--- src/include/wcc_pkg.sv ---
// Shared constants, types and checksum functions of the write checksum link.
package wcc_pkg;

  // ==========================================================================
  // Frame geometry
  localparam int DATA_BITS = 128;
  localparam int MASK_BITS = 16;
  localparam int LANE_BITS = 18;
  localparam int MASK_LANE = 16;
  localparam int GROUP_LANES = 8;
  localparam int NARROW_LANES = 4;
  localparam int FRAME_BEATS = 10;
  localparam int DATA_BEATS = 8;
  localparam int CHOP_HALF = 4;
  localparam int CRC_BEAT = 8;
  localparam int CRC_BEAT_HI = 9;
  localparam logic [3:0] LAST_BEAT_CRC = 4'h9;
  localparam logic [3:0] LAST_BEAT_PLAIN = 4'h7;

  // ==========================================================================
  // Checksum
  localparam int CW_BITS = 72;
  localparam int CW_ONES_LSB = 32;
  localparam int CRC_BITS = 8;
  localparam logic [7:0] CRC_POLY = 8'h07;
  localparam logic [7:0] CRC_INIT = 8'h00;

  // ==========================================================================
  // Timing counts and reset values
  localparam logic [3:0] ALERT_PULSE_CYCLES = 4'h6;
  localparam logic [2:0] CHECK_WAIT_CYCLES = 3'h5;
  localparam logic [3:0] CNT_RESET = 4'h0;
  localparam logic ALERT_N_RESET = 1'b1;

  // ==========================================================================
  // Types
  typedef enum logic [1:0] {WCC_X4 = 2'h0, WCC_X8 = 2'h1, WCC_X16 = 2'h2} wcc_width_t;
  typedef enum logic [1:0] {WCC_RX_IDLE = 2'h0, WCC_RX_RECV = 2'h1, WCC_RX_CHECK = 2'h3} wcc_rx_state_t;
  typedef enum logic [1:0] {WCC_TX_IDLE = 2'h0, WCC_TX_SEND = 2'h1, WCC_TX_WAIT = 2'h3} wcc_tx_state_t;
  typedef logic [FRAME_BEATS-1:0][LANE_BITS-1:0] wcc_frame_t;

  // ==========================================================================
  // Functions
  // Serial division, code word bit 71 first, from an all-zero register.
  function automatic logic [CRC_BITS-1:0] wcc_crc8(input logic [CW_BITS-1:0] d);
    logic [CRC_BITS-1:0] c;
    logic fb;
    c = CRC_INIT;
    for (int i = CW_BITS - 1; i >= 0; i--)
    begin
      fb = c[CRC_BITS-1] ^ d[i];
      c = {c[CRC_BITS-2:0], 1'b0} ^ (fb ? CRC_POLY : 8'h00);
    end
    return c;
  endfunction

  // Code word of byte group g as carried on the wire in beats 0 to 7.
  function automatic logic [CW_BITS-1:0] wcc_code_word(input wcc_frame_t f, input int g, input logic narrow);
    logic [CW_BITS-1:0] w;
    w = '1;
    for (int k = 0; k < DATA_BEATS; k++)
    begin
      for (int l = 0; l < GROUP_LANES; l++)
        w[GROUP_LANES*l+k] = f[k][GROUP_LANES*g+l];
      w[GROUP_LANES*DATA_BEATS+k] = f[k][MASK_LANE+g];
    end
    if (narrow)
      w[CW_BITS-1:CW_ONES_LSB] = '1;
    return w;
  endfunction

  // Checksum of byte group g as carried in beat 8, or in beats 8 and 9 for four-bit devices.
  function automatic logic [CRC_BITS-1:0] wcc_rx_crc(input wcc_frame_t f, input int g, input logic narrow);
    logic [CRC_BITS-1:0] c;
    for (int l = 0; l < CRC_BITS; l++)
    begin
      if (narrow)
        c[l] = (l < NARROW_LANES) ? f[CRC_BEAT][l] : f[CRC_BEAT_HI][l-NARROW_LANES];
      else
        c[l] = f[CRC_BEAT][GROUP_LANES*g+l];
    end
    return c;
  endfunction

endpackage

--- src/include/wcc_link_if.sv ---
// Write frame link between the controller end and the memory end.
`timescale 1ns/1ns
interface wcc_link_if import wcc_pkg::*; ();
  logic beat_valid;
  logic [LANE_BITS-1:0] beat;
  logic alert_n;
  logic link_ready;

  modport ctrl (output beat_valid, output beat, input alert_n, input link_ready);
  modport dram (input beat_valid, input beat, output alert_n, output link_ready);
endinterface

--- src/wcc_dram_end.sv ---
// Memory end: frame receiver, checksum check, alert and array write buffer.
`timescale 1ns/1ns

// How it works
// - Recompute received checksum, alert on mismatch.
// - Checksum polynomial x^8+x^2+x+1, combinational.
// - Bit 71 shifted first, zero start.
// - Four-bit devices force code bits 71:32 high.
// - Byte devices add mask lane or ones.
// - Sixteen-bit devices check two byte groups separately.
// - Controller drives ones during the tenth beat, except four-bit devices (checksum there).
// - Narrow lanes carry checksum on beats eight, nine.
// - Unmasked writes commit even when checksum fails.
// - Controller rewrites location after unmasked failure.
// - Masked mode drops failing bursts before array.
// - Checksum on raw bits; inversion undone afterwards.
// - No readout-register or per-device writes allowed while checksum is on.
// - Eight-beat bursts use fixed zero start order.
// - Detects single, double, odd and column errors.
// - Check bits are fixed XOR sums of bits.
// - Upper checksum byte covers upper code word.
// - Chop address bit picks transferred half.
module wcc_dram_end
  import wcc_pkg::*;
#(
  parameter logic [3:0] ALERT_CYCLES = ALERT_PULSE_CYCLES
)
(
  input wire logic clk,
  input wire logic rst,
  input wire logic ce,
  wcc_link_if.dram link,
  input wire wcc_width_t width,
  input wire logic crc_en,
  input wire logic mask_en,
  input wire logic inv_en,
  input wire logic chop_en,
  input wire logic chop_a2,
  output logic arr_valid,
  input wire logic arr_ready,
  output logic [DATA_BITS-1:0] arr_data,
  output logic [MASK_BITS-1:0] arr_mask,
  output logic crc_error
);

  // ==========================================================================
  // Array word assembly
  // Mask bit 1 means the byte is not written; halves not sent stay masked.
  function automatic logic [DATA_BITS+MASK_BITS-1:0] array_word(
    input wcc_frame_t f,
    input wcc_width_t w,
    input logic m_en,
    input logic i_en,
    input logic chop,
    input logic a2
  );
    logic [DATA_BITS-1:0] d;
    logic [MASK_BITS-1:0] m;
    logic flag;
    int p;
    d = '1;
    m = '1;
    for (int g = 0; g < 2; g++)
    begin
      for (int k = 0; k < DATA_BEATS; k++)
      begin
        if (!chop || k < CHOP_HALF)
        begin
          p = (chop && a2) ? k + CHOP_HALF : k;
          flag = f[k][MASK_LANE+g];
          if ((g == 0 && w != WCC_X4) || w == WCC_X16)
            m[GROUP_LANES*g+p] = m_en & ~flag;
          else if (g == 0)
            m[p] = 1'b0;
          for (int l = 0; l < GROUP_LANES; l++)
            d[DATA_BEATS*GROUP_LANES*g+GROUP_LANES*l+p] = f[k][GROUP_LANES*g+l] ^ (i_en & ~m_en & ~flag);
        end
      end
    end
    return {m, d};
  endfunction

  // ==========================================================================
  // State
  wcc_rx_state_t state;
  wcc_rx_state_t next_state;
  logic [3:0] cnt;
  logic [3:0] next_cnt;
  wcc_frame_t rx;
  wcc_frame_t next_rx;
  logic [3:0] alert_cnt;
  logic [3:0] next_alert_cnt;
  logic alert_n;
  logic next_alert_n;
  logic link_ready;
  logic next_link_ready;
  logic next_crc_error;
  logic next_arr_valid;
  logic [DATA_BITS-1:0] next_arr_data;
  logic [MASK_BITS-1:0] next_arr_mask;
  logic skid_valid;
  logic next_skid_valid;
  logic [DATA_BITS-1:0] skid_data;
  logic [DATA_BITS-1:0] next_skid_data;
  logic [MASK_BITS-1:0] skid_mask;
  logic [MASK_BITS-1:0] next_skid_mask;
  logic narrow;
  logic err;
  logic push;
  logic [DATA_BITS+MASK_BITS-1:0] word;

  assign link.alert_n = alert_n;
  assign link.link_ready = link_ready;
  assign narrow = (width == WCC_X4);

  // ==========================================================================
  // Next values
  always_comb
  begin
    next_state = state;
    next_cnt = cnt;
    next_rx = rx;
    next_alert_cnt = alert_cnt;
    next_crc_error = 1'b0;
    next_arr_valid = arr_valid;
    next_arr_data = arr_data;
    next_arr_mask = arr_mask;
    next_skid_valid = skid_valid;
    next_skid_data = skid_data;
    next_skid_mask = skid_mask;
    err = 1'b0;
    push = 1'b0;
    word = array_word(rx, width, mask_en, inv_en, chop_en, chop_a2);
    case (state)
      WCC_RX_IDLE:
      begin
        if (link.beat_valid)
        begin
          next_rx[0] = link.beat;
          next_cnt = 4'h1;
          next_state = WCC_RX_RECV;
        end
      end
      WCC_RX_RECV:
      begin
        if (link.beat_valid)
        begin
          next_rx[cnt] = link.beat;
          next_cnt = cnt + 4'h1;
          if (cnt == (crc_en ? LAST_BEAT_CRC : LAST_BEAT_PLAIN))
            next_state = WCC_RX_CHECK;
        end
      end
      WCC_RX_CHECK:
      begin
        // Raw wire bits feed the checksum; inversion is undone only in array_word.
        if (crc_en)
        begin
          err = wcc_crc8(wcc_code_word(rx, 0, narrow)) != wcc_rx_crc(rx, 0, narrow);
          if (width == WCC_X16)
            err = err | (wcc_crc8(wcc_code_word(rx, 1, 1'b0)) != wcc_rx_crc(rx, 1, 1'b0));
        end
        // Unmasked writes go ahead regardless; masked ones wait for the result.
        push = !(mask_en && err);
        next_crc_error = err;
        next_cnt = CNT_RESET;
        next_state = WCC_RX_IDLE;
      end
      default:
      begin
        next_state = WCC_RX_IDLE;
      end
    endcase

    if (err)
      next_alert_cnt = ALERT_CYCLES;
    else if (alert_cnt != 4'h0)
      next_alert_cnt = alert_cnt - 4'h1;
    next_alert_n = (next_alert_cnt == 4'h0);

    // Two-entry buffer: head drives the array, skid absorbs a stalled push.
    if (arr_valid && arr_ready)
    begin
      next_arr_valid = skid_valid;
      next_arr_data = skid_data;
      next_arr_mask = skid_mask;
      next_skid_valid = 1'b0;
    end
    if (push)
    begin
      if (!next_arr_valid)
      begin
        next_arr_valid = 1'b1;
        next_arr_data = word[DATA_BITS-1:0];
        next_arr_mask = word[DATA_BITS+MASK_BITS-1:DATA_BITS];
      end
      else
      begin
        next_skid_valid = 1'b1;
        next_skid_data = word[DATA_BITS-1:0];
        next_skid_mask = word[DATA_BITS+MASK_BITS-1:DATA_BITS];
      end
    end
    next_link_ready = !(next_arr_valid && next_skid_valid);
  end

  // ==========================================================================
  // Registers
  always_ff @(posedge clk)
  begin
    if (rst)
    begin
      state <= WCC_RX_IDLE;
      cnt <= CNT_RESET;
      rx <= '1;
      alert_cnt <= 4'h0;
      alert_n <= ALERT_N_RESET;
      link_ready <= 1'b1;
      crc_error <= 1'b0;
      arr_valid <= 1'b0;
      arr_data <= '0;
      arr_mask <= '1;
      skid_valid <= 1'b0;
      skid_data <= '0;
      skid_mask <= '1;
    end
    else if (ce)
    begin
      state <= next_state;
      cnt <= next_cnt;
      rx <= next_rx;
      alert_cnt <= next_alert_cnt;
      alert_n <= next_alert_n;
      link_ready <= next_link_ready;
      crc_error <= next_crc_error;
      arr_valid <= next_arr_valid;
      arr_data <= next_arr_data;
      arr_mask <= next_arr_mask;
      skid_valid <= next_skid_valid;
      skid_data <= next_skid_data;
      skid_mask <= next_skid_mask;
    end
  end

endmodule

--- src/flat_wrapper.sv ---
// flat-port wrapper written by rule: the top's interface ports become plain ports
module wcc_dram_end_flat import wcc_pkg::*;
#(
  parameter logic [3:0] ALERT_CYCLES = ALERT_PULSE_CYCLES
)
  (clk, rst, ce, width, crc_en, mask_en, inv_en, chop_en, chop_a2, arr_valid, arr_ready, arr_data, arr_mask, crc_error, link_beat_valid, link_beat, link_alert_n, link_link_ready);
  wcc_link_if link_i ();
  input wire logic clk;
  input wire logic rst;
  input wire logic ce;
  input wire wcc_width_t width;
  input wire logic crc_en;
  input wire logic mask_en;
  input wire logic inv_en;
  input wire logic chop_en;
  input wire logic chop_a2;
  output logic arr_valid;
  input wire logic arr_ready;
  output logic [DATA_BITS-1:0] arr_data;
  output logic [MASK_BITS-1:0] arr_mask;
  output logic crc_error;
  input wire logic [$bits(link_i.beat_valid)-1:0] link_beat_valid;
  input wire logic [$bits(link_i.beat)-1:0] link_beat;
  output wire logic [$bits(link_i.alert_n)-1:0] link_alert_n;
  output wire logic [$bits(link_i.link_ready)-1:0] link_link_ready;
  assign link_i.beat_valid = link_beat_valid;
  assign link_i.beat = link_beat;
  assign link_alert_n = link_i.alert_n;
  assign link_link_ready = link_i.link_ready;
  wcc_dram_end #(.ALERT_CYCLES(ALERT_CYCLES)) u_core (.clk(clk), .rst(rst), .ce(ce), .link(link_i), .width(width), .crc_en(crc_en), .mask_en(mask_en), .inv_en(inv_en), .chop_en(chop_en), .chop_a2(chop_a2), .arr_valid(arr_valid), .arr_ready(arr_ready), .arr_data(arr_data), .arr_mask(arr_mask), .crc_error(crc_error));
endmodule
--- config.mk ---
export PLATFORM = sky130hd
export DESIGN_NAME = wcc_dram_end_flat
export DESIGN_NICKNAME = d
export VERILOG_FILES = /design/src/include/wcc_pkg.sv /design/src/include/wcc_link_if.sv /design/src/wcc_dram_end.sv /design/src/flat_wrapper.sv
export SDC_FILE = /design/constraint.sdc
export NUM_CORES = 1
export LEC_CHECK = 0
export BUFFER_PORTS_ARGS = -buffer_cell sky130_fd_sc_hd__buf_2
export CAP_MARGIN = 20
export CORE_MARGIN = 4
export CORE_UTILIZATION = 66
export DETAILED_ROUTE_END_ITERATION = 10
export GPL_TIMING_DRIVEN = 0
export PLACE_DENSITY = 0.86
export SLEW_MARGIN = 20
export SYNTH_ARGS = -nofsm -noshare
export SYNTH_HDL_FRONTEND = slang
export SYNTH_SLANG_ARGS = --single-unit
--- constraint.sdc ---
create_clock -name clk -period 10.3 [get_ports clk]
set_input_delay 2.06 -clock clk [delete_from_list [all_inputs] [get_ports clk]]
set_output_delay 2.06 -clock clk [all_outputs]
set_load 0.005 [all_outputs]
==> impl_summary.md, run 1 <==
Clocking
TritonCTS built the clock tree. The buffers inserted during post-CTS setup optimization is 0. After clock tree synthesis, the flow added hold-fix buffers numbering 0. The latest clock arrival within the worst-skew pair is ~0.61 ns. The count of cells resized by post-cts repair is 0. The longest clock path from root to sink contains 3 buffers. The number of H-tree levels is 2.

Clock-pin slew was measured on the worst setup and hold paths at 0.06 ns. Buffers inserted during clock tree synthesis total 50. The cell at the root of the clock tree is sky130_fd_sc_hd__clkbuf_16. The clock sink total is 467.

Synth
Counting flops with an async set or reset pin after synthesis yields a share of 0. The cell type contributing the most total cell area after synthesis is sky130_fd_sc_hd__dfxtp_1. In the synthesized netlist the dominant register cell turns out to be sky130_fd_sc_hd__dfxtp_1. The register bit total from synthesis is ~470. Synthesis produced a netlist with a net count of 2997. By area the synthesized netlist is led by sky130_fd_sc_hd__dfxtp_1 (35%), sky130_fd_sc_hd__xnor2_1 (8.4%), sky130_fd_sc_hd__xnor3_1 (7.6%). Synthesis handed over a netlist of ~3000 instances. Of the post-synthesis cell area, the dominant cell type holds 0.354. During synthesis, Yosys emitted a total of 0 warnings.

The most used standard cell by instance count after synthesis is sky130_fd_sc_hd__dfxtp_1. The register area share after synthesis is 0.354. The per-instance average area after synthesis is roughly 8.9 um^2. Yosys mapped a number of flops with a built-in enable equal to 0. Yosys mapped the design onto between 60 and 70 distinct sky130hd cell types. The total standard cell area after synthesis is ~26000 um^2. The commonest cells after synthesis are sky130_fd_sc_hd__dfxtp_1 (467), sky130_fd_sc_hd__nand2_1 (419), sky130_fd_sc_hd__xnor2_1 (254), sky130_fd_sc_hd__nand3_1 (196), sky130_fd_sc_hd__clkbuf_1 (192).

Floorplanning
The die area is approximately 43000 um^2. The initialized floorplan defines 73 standard-cell rows. The floorplan step set the die height to about 210 um.

The placeable core region is 39600 um^2. The count of boundary I/O pins is ~180. The chip width is about 210 um. For this configuration, the core starts out at a cell density of 0.667.

Detailed routing
The detailed router finished its first iteration with slightly above 3000 violations. In this run the remaining antenna-violating nets after routing total 0. The vias per cell is between 6 and 7. The final layout contains routed wiring with a total length of between 80000 and 90000 um.

The total number of vias is between 20000 and 25000. After detailed routing, the number of remaining DRC violations is 0. The pre-antenna-repair detailed-routing pass consisted of 8 iterations.

The average wire per cell in the routed design is around 24 um.

Timing
Setup repair after global routing left no endpoint under its margin. After layout, the minimum clock period comes to 7.75 ns. The final max-slew violation count was 0. The post-route clock skew is approximately 0.020 ns. The number of failing hold endpoints at the final stage is 0.

The transition time of the tightest slew-check pin is about 0.94 ns. The relative slew slack is 0.368. The achievable frequency is 129 MHz. Setup violations remaining at the end of the flow were counted as 0. In the finished design, the share of the clock period the worst path needs comes to 0.753. Setup total negative slack on the finished layout was measured at 0 ns.

Power
The power per cell area is roughly 170 nW/um^2. The reported leakage power is approximately 12 nW. The worst-case IR drop observed on VDD is ~0.00037 V.

Global route
The number of global-route vias before repair is roughly 23000. The first-pass GRT wire length is roughly 130000 um. The number of antenna violations at the first check in global routing was 0. The maximum number of pins on one net before global-route repair is 15. The total track usage is 0.394.

The total congestion overflow after global routing is 0.

Finish
In the final layout, the share of cells above drive strength 1 is 0.150. The final non-filler cell total is approximately 3700. From synthesis to final layout, the design area changed by 11.7%. The area occupied by registers is between 9000 and 10000 um^2. The final-layout fill cell count is roughly 2900. In the final layout, the multi-input gates occupy approximately 16000 um^2.

The net count of the finished layout is 3208.

Worst setup path
The required time of the critical path is around 11 ns. The type of destination of the critical path is a flop. The startpoint identified for the worst register-to-register timing path is u_core.rx[71]$_SDFFE_PP1P_. Walking the worst path, the cells encountered are buf_2 -> nor2_1 -> clkbuf_1 -> nor2_1 -> xor2_1 -> xnor2_1 -> xnor2_1 -> xnor3_1 -> xnor2_1 -> xnor3_1 -> nor4_1 -> a31oi_1 -> a2111oi_4 -> a21boi_1 -> buf_6 -> nor2_2 -> buf_2 -> a311oi_1. The maximum fanout encountered on the critical timing path is 10. The critical setup path kind is in -> reg. The element type at the critical path start is a primary input. The cell occurring most often along the worst timing path is sky130_fd_sc_hd__xnor2_1. The largest single stage delay on the critical path is between 0.7 and 0.8 ns. At the worst endpoint, the arrival time is just over 8 ns. The cell type of the slowest stage on the worst timing path is sky130_fd_sc_hd__a2111oi_4. The critical path contains buffers and inverters numbering 4 combined. In this design, the largest share of critical-path delay is due to XOR/XNOR gates. The critical path starts at width[1].

Place
The weighted congestion reported at the end of routability-driven placement is around 1.1. The placed wire-length estimate is 69100 um. The port buffer count is 158.

In this run, placement finished with an instance count of 3646.

Worst hold path
The path class of the lowest-slack min-delay path is reg -> reg. The startpoint of the lowest-slack hold path is u_core.arr_data[36]$_SDFFE_PP0P_.

Status
The flow ran to the end, and the final reports show no timing, DRC or antenna violations.

Flow run
The count of maximum capacitance violations is 0.
cells in the final DEF, fill, tap and decap left out, drive strengths merged, types with 71 or more instances in the layout:
cell type and count:
inv 82, a21oi 165, nand2 419, xnor2 265, xor2 133, nor2 170, dfxtp 467, xnor3 92
buf 241, o221a 73, nand3 196, a221oi 71, o21ai 149, clkbuf 263
state kept, by name, summed over array words and instances (netlist names):
| name | flops |
|---|---|
| u_core.rx | 164 |
| u_core.arr_data | 128 |
| u_core.skid_mask | 16 |
| u_core.link.alert_n | 1 |
| u_core.skid_valid | 1 |
| u_core.skid_data | 128 |
| u_core.link.link_ready | 1 |
| u_core.cnt | 4 |
| u_core.arr_mask | 16 |
| u_core.alert_cnt | 4 |
| u_core.crc_error | 1 |
| u_core.state | 2 |
| u_core.arr_valid | 1 |
kinds of logic after synthesis:
group / count (synthesis) / synth area share
simple gates: 886 / 0.144
buf+inv: 356 / 0.0564
fa+ha+maj: 5 / 0.00237
flops: 467 / 0.354
mux: 30 / 0.0114
xor+xnor: 501 / 0.225
compound gates: 717 / 0.207
routing by layer:
layer	vias up	routed length (um)	share of wire	track usage
met5	-	0	0	0
met4	0	3550	0.040	0.138
met3	257	11300	0.13	0.103
met2	1611	40100	0.45	0.620
met1	11600	34500	0.39	0.530
li1	10800	-	-	-
where the power goes:
group          total, mW  switching [mW]  leakage, nW  internal (mW)
Combinational       1.41           0.761         7.26          0.652
Clock               1.81           0.768        0.814           1.05
Sequential          1.83          0.0150         3.77           1.82
Total               5.06            1.54         11.8           3.52
worst reg2reg max path, cell delays in order, from the launching register on:
cell                       delay (ns)
sky130_fd_sc_hd__dfxtp_1         0.30
sky130_fd_sc_hd__clkbuf_1        0.36
sky130_fd_sc_hd__xnor3_1         0.32
sky130_fd_sc_hd__xnor2_1         0.32
sky130_fd_sc_hd__xnor3_1         0.52
sky130_fd_sc_hd__xnor3_1         0.43
sky130_fd_sc_hd__xnor2_1         0.38
sky130_fd_sc_hd__xor2_1          0.35
sky130_fd_sc_hd__xnor3_1         0.52
sky130_fd_sc_hd__xnor3_1         0.42
sky130_fd_sc_hd__xnor2_1         0.16
sky130_fd_sc_hd__or2_1           0.24
sky130_fd_sc_hd__o221ai_1        0.16
sky130_fd_sc_hd__o21ai_1         0.12
sky130_fd_sc_hd__o31ai_2         0.68
sky130_fd_sc_hd__a21boi_1        0.25
sky130_fd_sc_hd__buf_6           0.24
sky130_fd_sc_hd__nor2_2          0.55
sky130_fd_sc_hd__buf_2           0.37
sky130_fd_sc_hd__a311oi_1        0.16
cell type report:
type / instances / share of cell area
diodes: 1 / 0.0000847
plain buffers: 276 / 0.0403
clock buffers: 69 / 0.0485
clock inverters: 20 / 0.00631
inverters: 80 / 0.0102
multi-input cells: 2139 / 0.529
flip-flops and latches: 467 / 0.316
well taps: 525 / 0.0222
repair buffers: 159 / 0.0270
path summary, 6_finish.rpt:
kind / endpoint / slack, ns / depth (start not counted)
hold reg to reg: u_core.arr_data[36]$_SDFFE_PP0P_ / 0.46 / 2
setup / recovery: u_core.skid_data[88]$_SDFFE_PP0P_ / 2.55 / 18
hold / removal: u_core.arr_data[36]$_SDFFE_PP0P_ / 0.46 / 2
setup reg to reg: u_core.skid_data[88]$_SDFFE_PP0P_ / 3.31 / 19
through the flow:
step                      setup WS, ns   util  area, um^2  hold WS, ns  power, mW
after detailed placement          1.88  0.704       27900        0.448       3.24
after CTS                         2.44  0.745       29500        0.457       5.01
after global routing              2.27  0.745       29500        0.468       5.25
after floorplan                   3.77      -       26400        0.438       3.00
after global placement            2.00  0.703       27900        0.448       3.20
final                             2.55  0.745       29500        0.456       5.06
Power figures use the tool's default switching activity.
==> inputs of run 2 (changes only) <==
--- a/config.mk
+++ b/config.mk
@@ -8,10 +8,10 @@
 export BUFFER_PORTS_ARGS = -buffer_cell sky130_fd_sc_hd__buf_2
 export CAP_MARGIN = 20
 export CORE_MARGIN = 4
-export CORE_UTILIZATION = 66
+export CORE_UTILIZATION = 62
 export DETAILED_ROUTE_END_ITERATION = 10
 export GPL_TIMING_DRIVEN = 0
-export PLACE_DENSITY = 0.86
+export PLACE_DENSITY = 0.81
 export SLEW_MARGIN = 20
 export SYNTH_ARGS = -nofsm -noshare
 export SYNTH_HDL_FRONTEND = slang
==> constraint.sdc (replaced) <==
create_clock -name clk -period 7.8 [get_ports clk]
set_input_delay 1.56 -clock clk [delete_from_list [all_inputs] [get_ports clk]]
set_output_delay 1.56 -clock clk [all_outputs]
set_load 0.005 [all_outputs]
==> run 2 against run 1 <==
Net effect: power increased by 34%; combinational power increased by 33%; final area grew 0.22%; utilization is 4.1 points lower; register-to-register slack worse by 2.4 ns; clock-buffer cell count down 2; critical path depth is 1 higher; first-iteration DRC count fell by 8.3%; non-clock buffer count did not move; critical path type unchanged; largest cell class unchanged; highest routed layer unchanged.
==> impl_summary.md, run 2 (synthesis results as in run 1) <==
Status
The run finished with clean final reports.

Finish
The top cell types in the final layout, fill and taps aside, are sky130_fd_sc_hd__dfxtp_1 (467), sky130_fd_sc_hd__nand2_1 (419), sky130_fd_sc_hd__xnor2_1 (254), sky130_fd_sc_hd__buf_2 (211), sky130_fd_sc_hd__clkbuf_1 (198). The post-route standard cell area excluding fillers is between 20000 and 30000 um^2. The number of flip-flops under the largest register name is ~160. The final non-filler cell total is 3749. The post-route core utilization is 0.704.

The largest registers in the layout are u_core.rx x164, u_core.arr_data x128, u_core.skid_data x128. Counting flops per register, the top entry is u_core.rx. In the final layout, the share of cells above drive strength 1 is 0.151. The final antenna diode count is 0.

At the end of the flow, the number of nets in the layout was roughly 3200. The synthesis-to-finish area growth is 12.0%. Leaving out fill and tap cells, the most frequent cell in the layout is sky130_fd_sc_hd__dfxtp_1.

Clocking
TritonCTS built the clock tree. After clock tree synthesis, the clock-pin slew on the worst setup and hold paths is approximately 0.060 ns. The number of CTS-inserted buffers is just under 50. After clock tree synthesis, the flow added hold-fix buffers numbering 0. The tree is rooted in a sky130_fd_sc_hd__clkbuf_16. The clock tree buffer depth is 3. The count of cells resized by post-cts repair is 0. CTS saw between 400 and 500 sinks. The latest clock arrival within the worst-skew pair is ~0.60 ns.

The H-tree generated during clock tree synthesis spans 2 levels. Buffers added to address setup during post-CTS repair amount to 0.

Detailed routing
The routed layout has approximately 24000 vias. The count of antenna-violating nets left after detailed routing is 0. The detailed router finished its first iteration with approximately 2800 violations. The post-route DRC violation count is 0. The pre-antenna-repair detailed-routing pass consisted of 6 iterations. Dividing the detail-routed wire length by the instance count gives 23.9 um. The wire length reported by the detailed router is approximately 89000 um.

The vias per cell is between 6 and 7.

Worst setup path
The slowest stage of the critical path belongs to the cell sky130_fd_sc_hd__a2111oi_4. Of all nets on the critical path, the largest fanout is 10. By startpoint and endpoint, the worst setup path is classified as in -> reg. Walking the worst path, the cells encountered are buf_2 -> nor2_1 -> clkbuf_1 -> nor2_1 -> xor2_1 -> xnor2_1 -> xnor2_1 -> xnor3_1 -> xnor2_1 -> xnor3_1 -> nor4_1 -> a311oi_1 -> a2111oi_4 -> a21boi_1 -> buf_6 -> buf_6 -> buf_2 -> o41ai_1 -> a221oi_2. The total buffers and inverters traversed by the critical path is 5.

STA classifies the critical path endpoint as a flop. For the worst setup path, the data required time is approximately 8.3 ns. The cell occurring most often along the worst timing path is sky130_fd_sc_hd__xnor2_1. STA classifies the critical path startpoint as a primary input. The data arrival time of the critical path is 7.53 ns. For this run, the slowest stage of the critical path takes approximately 0.7 ns. The kind of cell with the highest combined delay on the critical path is compound AO/OA/AOI/OAI gates.

Timing
The part of the cycle the worst path needs is 0.907. The final max-slew violation count is 0. The number of failing hold endpoints at the final stage came to 0. The final setup violation count is 0.

Setup repair after global routing left no endpoint under its margin. The smallest clock period supported by the final layout is computed as just over 7 ns. The worst hold margin is 0.460 ns. For this run, the top clock speed supported by timing is 141 MHz. The relative slew slack is 0.313. The transition time of the tightest slew-check pin is approximately 1.0 ns. The clock arrives with ~0.022 ns of skew.

Worst hold path
The path class of the tightest hold or removal check is reg -> reg.

Global route
The number of antenna violations at the first check in global routing was 0. The number of global-route vias before repair is approximately 23000. The first-pass GRT wire length is between 100000 and 150000 um. The maximum number of pins on one net before global-route repair is 14. Across every metal layer, demand over resource in global routing totals 0.372. The total congestion overflow after global routing is 0.

Floorplanning
The floorplan step defined a die boundary enclosing ~46000 um^2. The chip width is 215 um. The die boundary height is ~210 um.

For this design the top-level I/O count stands at roughly 180. The number of placement rows is 75. The placeable core region is 42000 um^2. The starting density of the core is 0.629.

Place
The post-placement cell area is ~28000 um^2. Counting tap cells, the placed design contains a total of 3660 instances. The port buffer count is roughly 160.

The weighted congestion reported at the end of routability-driven placement is between 1 and 1.5. The placed wire-length estimate is ~70000 um.

Power
For this design the static power due to leakage is 11.9 nW. Power spread over the standard cell area amounts to approximately 230 nW/um^2. The peak ir drop on the vdd network is 0.000380 V. After layout, the design draws a total of just under 7 mW.

Flow run
Max-cap violations in this run came to 0.
-- run 2: cell types whose count changed in the layout (fill, tap and decap cells not counted), moves of 2 or more --
cell	delta
sky130_fd_sc_hd__clkbuf_8	+3
sky130_fd_sc_hd__clkinvlp_4	+2
sky130_fd_sc_hd__clkbuf_1	-3
sky130_fd_sc_hd__clkbuf_16	-2
sky130_fd_sc_hd__clkinv_2	-3
sky130_fd_sc_hd__bufinv_16	+2
-- run 2: area by class of cell --
type	instances	area [um^2]
clock buffers	67	1410
well taps	539	674
fillers	3312	12400
flip-flops and latches	467	9350
plain buffers	276	1190
repair buffers	159	798
inverters	80	300
clock inverters	22	255
multi-input cells	2139	15600
-- run 2: worst reg2reg max path: stages (launching register included) --
cell and delay, ns:
sky130_fd_sc_hd__dfxtp_1 0.51, sky130_fd_sc_hd__xnor3_2 0.55, sky130_fd_sc_hd__xnor2_2 0.18, sky130_fd_sc_hd__xnor2_2 0.32, sky130_fd_sc_hd__xnor3_1 0.43, sky130_fd_sc_hd__xnor3_1 0.48
sky130_fd_sc_hd__nor2_4 0.19, sky130_fd_sc_hd__xor2_4 0.25, sky130_fd_sc_hd__xnor3_1 0.46, sky130_fd_sc_hd__xnor2_2 0.25, sky130_fd_sc_hd__xnor3_1 0.42, sky130_fd_sc_hd__nor4_1 0.33
sky130_fd_sc_hd__a311oi_1 0.13, sky130_fd_sc_hd__a2111oi_4 0.73, sky130_fd_sc_hd__a21boi_1 0.28, sky130_fd_sc_hd__buf_6 0.24, sky130_fd_sc_hd__buf_6 0.17, sky130_fd_sc_hd__buf_2 0.19
sky130_fd_sc_hd__o41ai_1 0.62, sky130_fd_sc_hd__a221oi_2 0.06
-- run 2: layer usage --
layer	track usage	vias up	share of wire	wire length, um
li1	-	10800	-	-
met1	0.504	11500	0.39	35200
met2	0.587	1588	0.44	39800
met3	0.0846	249	0.12	11000
met4	0.132	0	0.040	3540
met5	0	-	0	0
-- run 2: path summary, 6_finish.rpt --
check / startpoint / to / slack, ns / depth (start not counted)
worst max register to register: u_core.rx[16]$_SDFFE_PP1P_ / u_core.arr_data[38]$_SDFFE_PP0P_ / 0.88 / 19
worst max-delay path: width[1] / u_core.arr_data[38]$_SDFFE_PP0P_ / 0.72 / 19
worst min register to register: u_core.arr_data[44]$_SDFFE_PP0P_ / u_core.arr_data[44]$_SDFFE_PP0P_ / 0.46 / 2
worst min-delay path: u_core.arr_data[44]$_SDFFE_PP0P_ / u_core.arr_data[44]$_SDFFE_PP0P_ / 0.46 / 2
-- run 2: metrics by stage --
| stage | worst slack (ns) | setup TNS [ns] |
|---|---|---|
| final | 0.723 | 0 |
| after global routing | 0.418 | 0 |
| after CTS | 0.503 | 0 |
| after detailed placement | -0.0450 | -1.11 |
| after global placement | 0.0193 | 0 |
| after floorplan | 1.77 | 0 |
-- run 2: report_power, final --
part,switching [mW],internal (mW)
logic,1.02,0.861
clock network,1.02,1.43
registers,0.0202,2.40
total,2.06,4.70
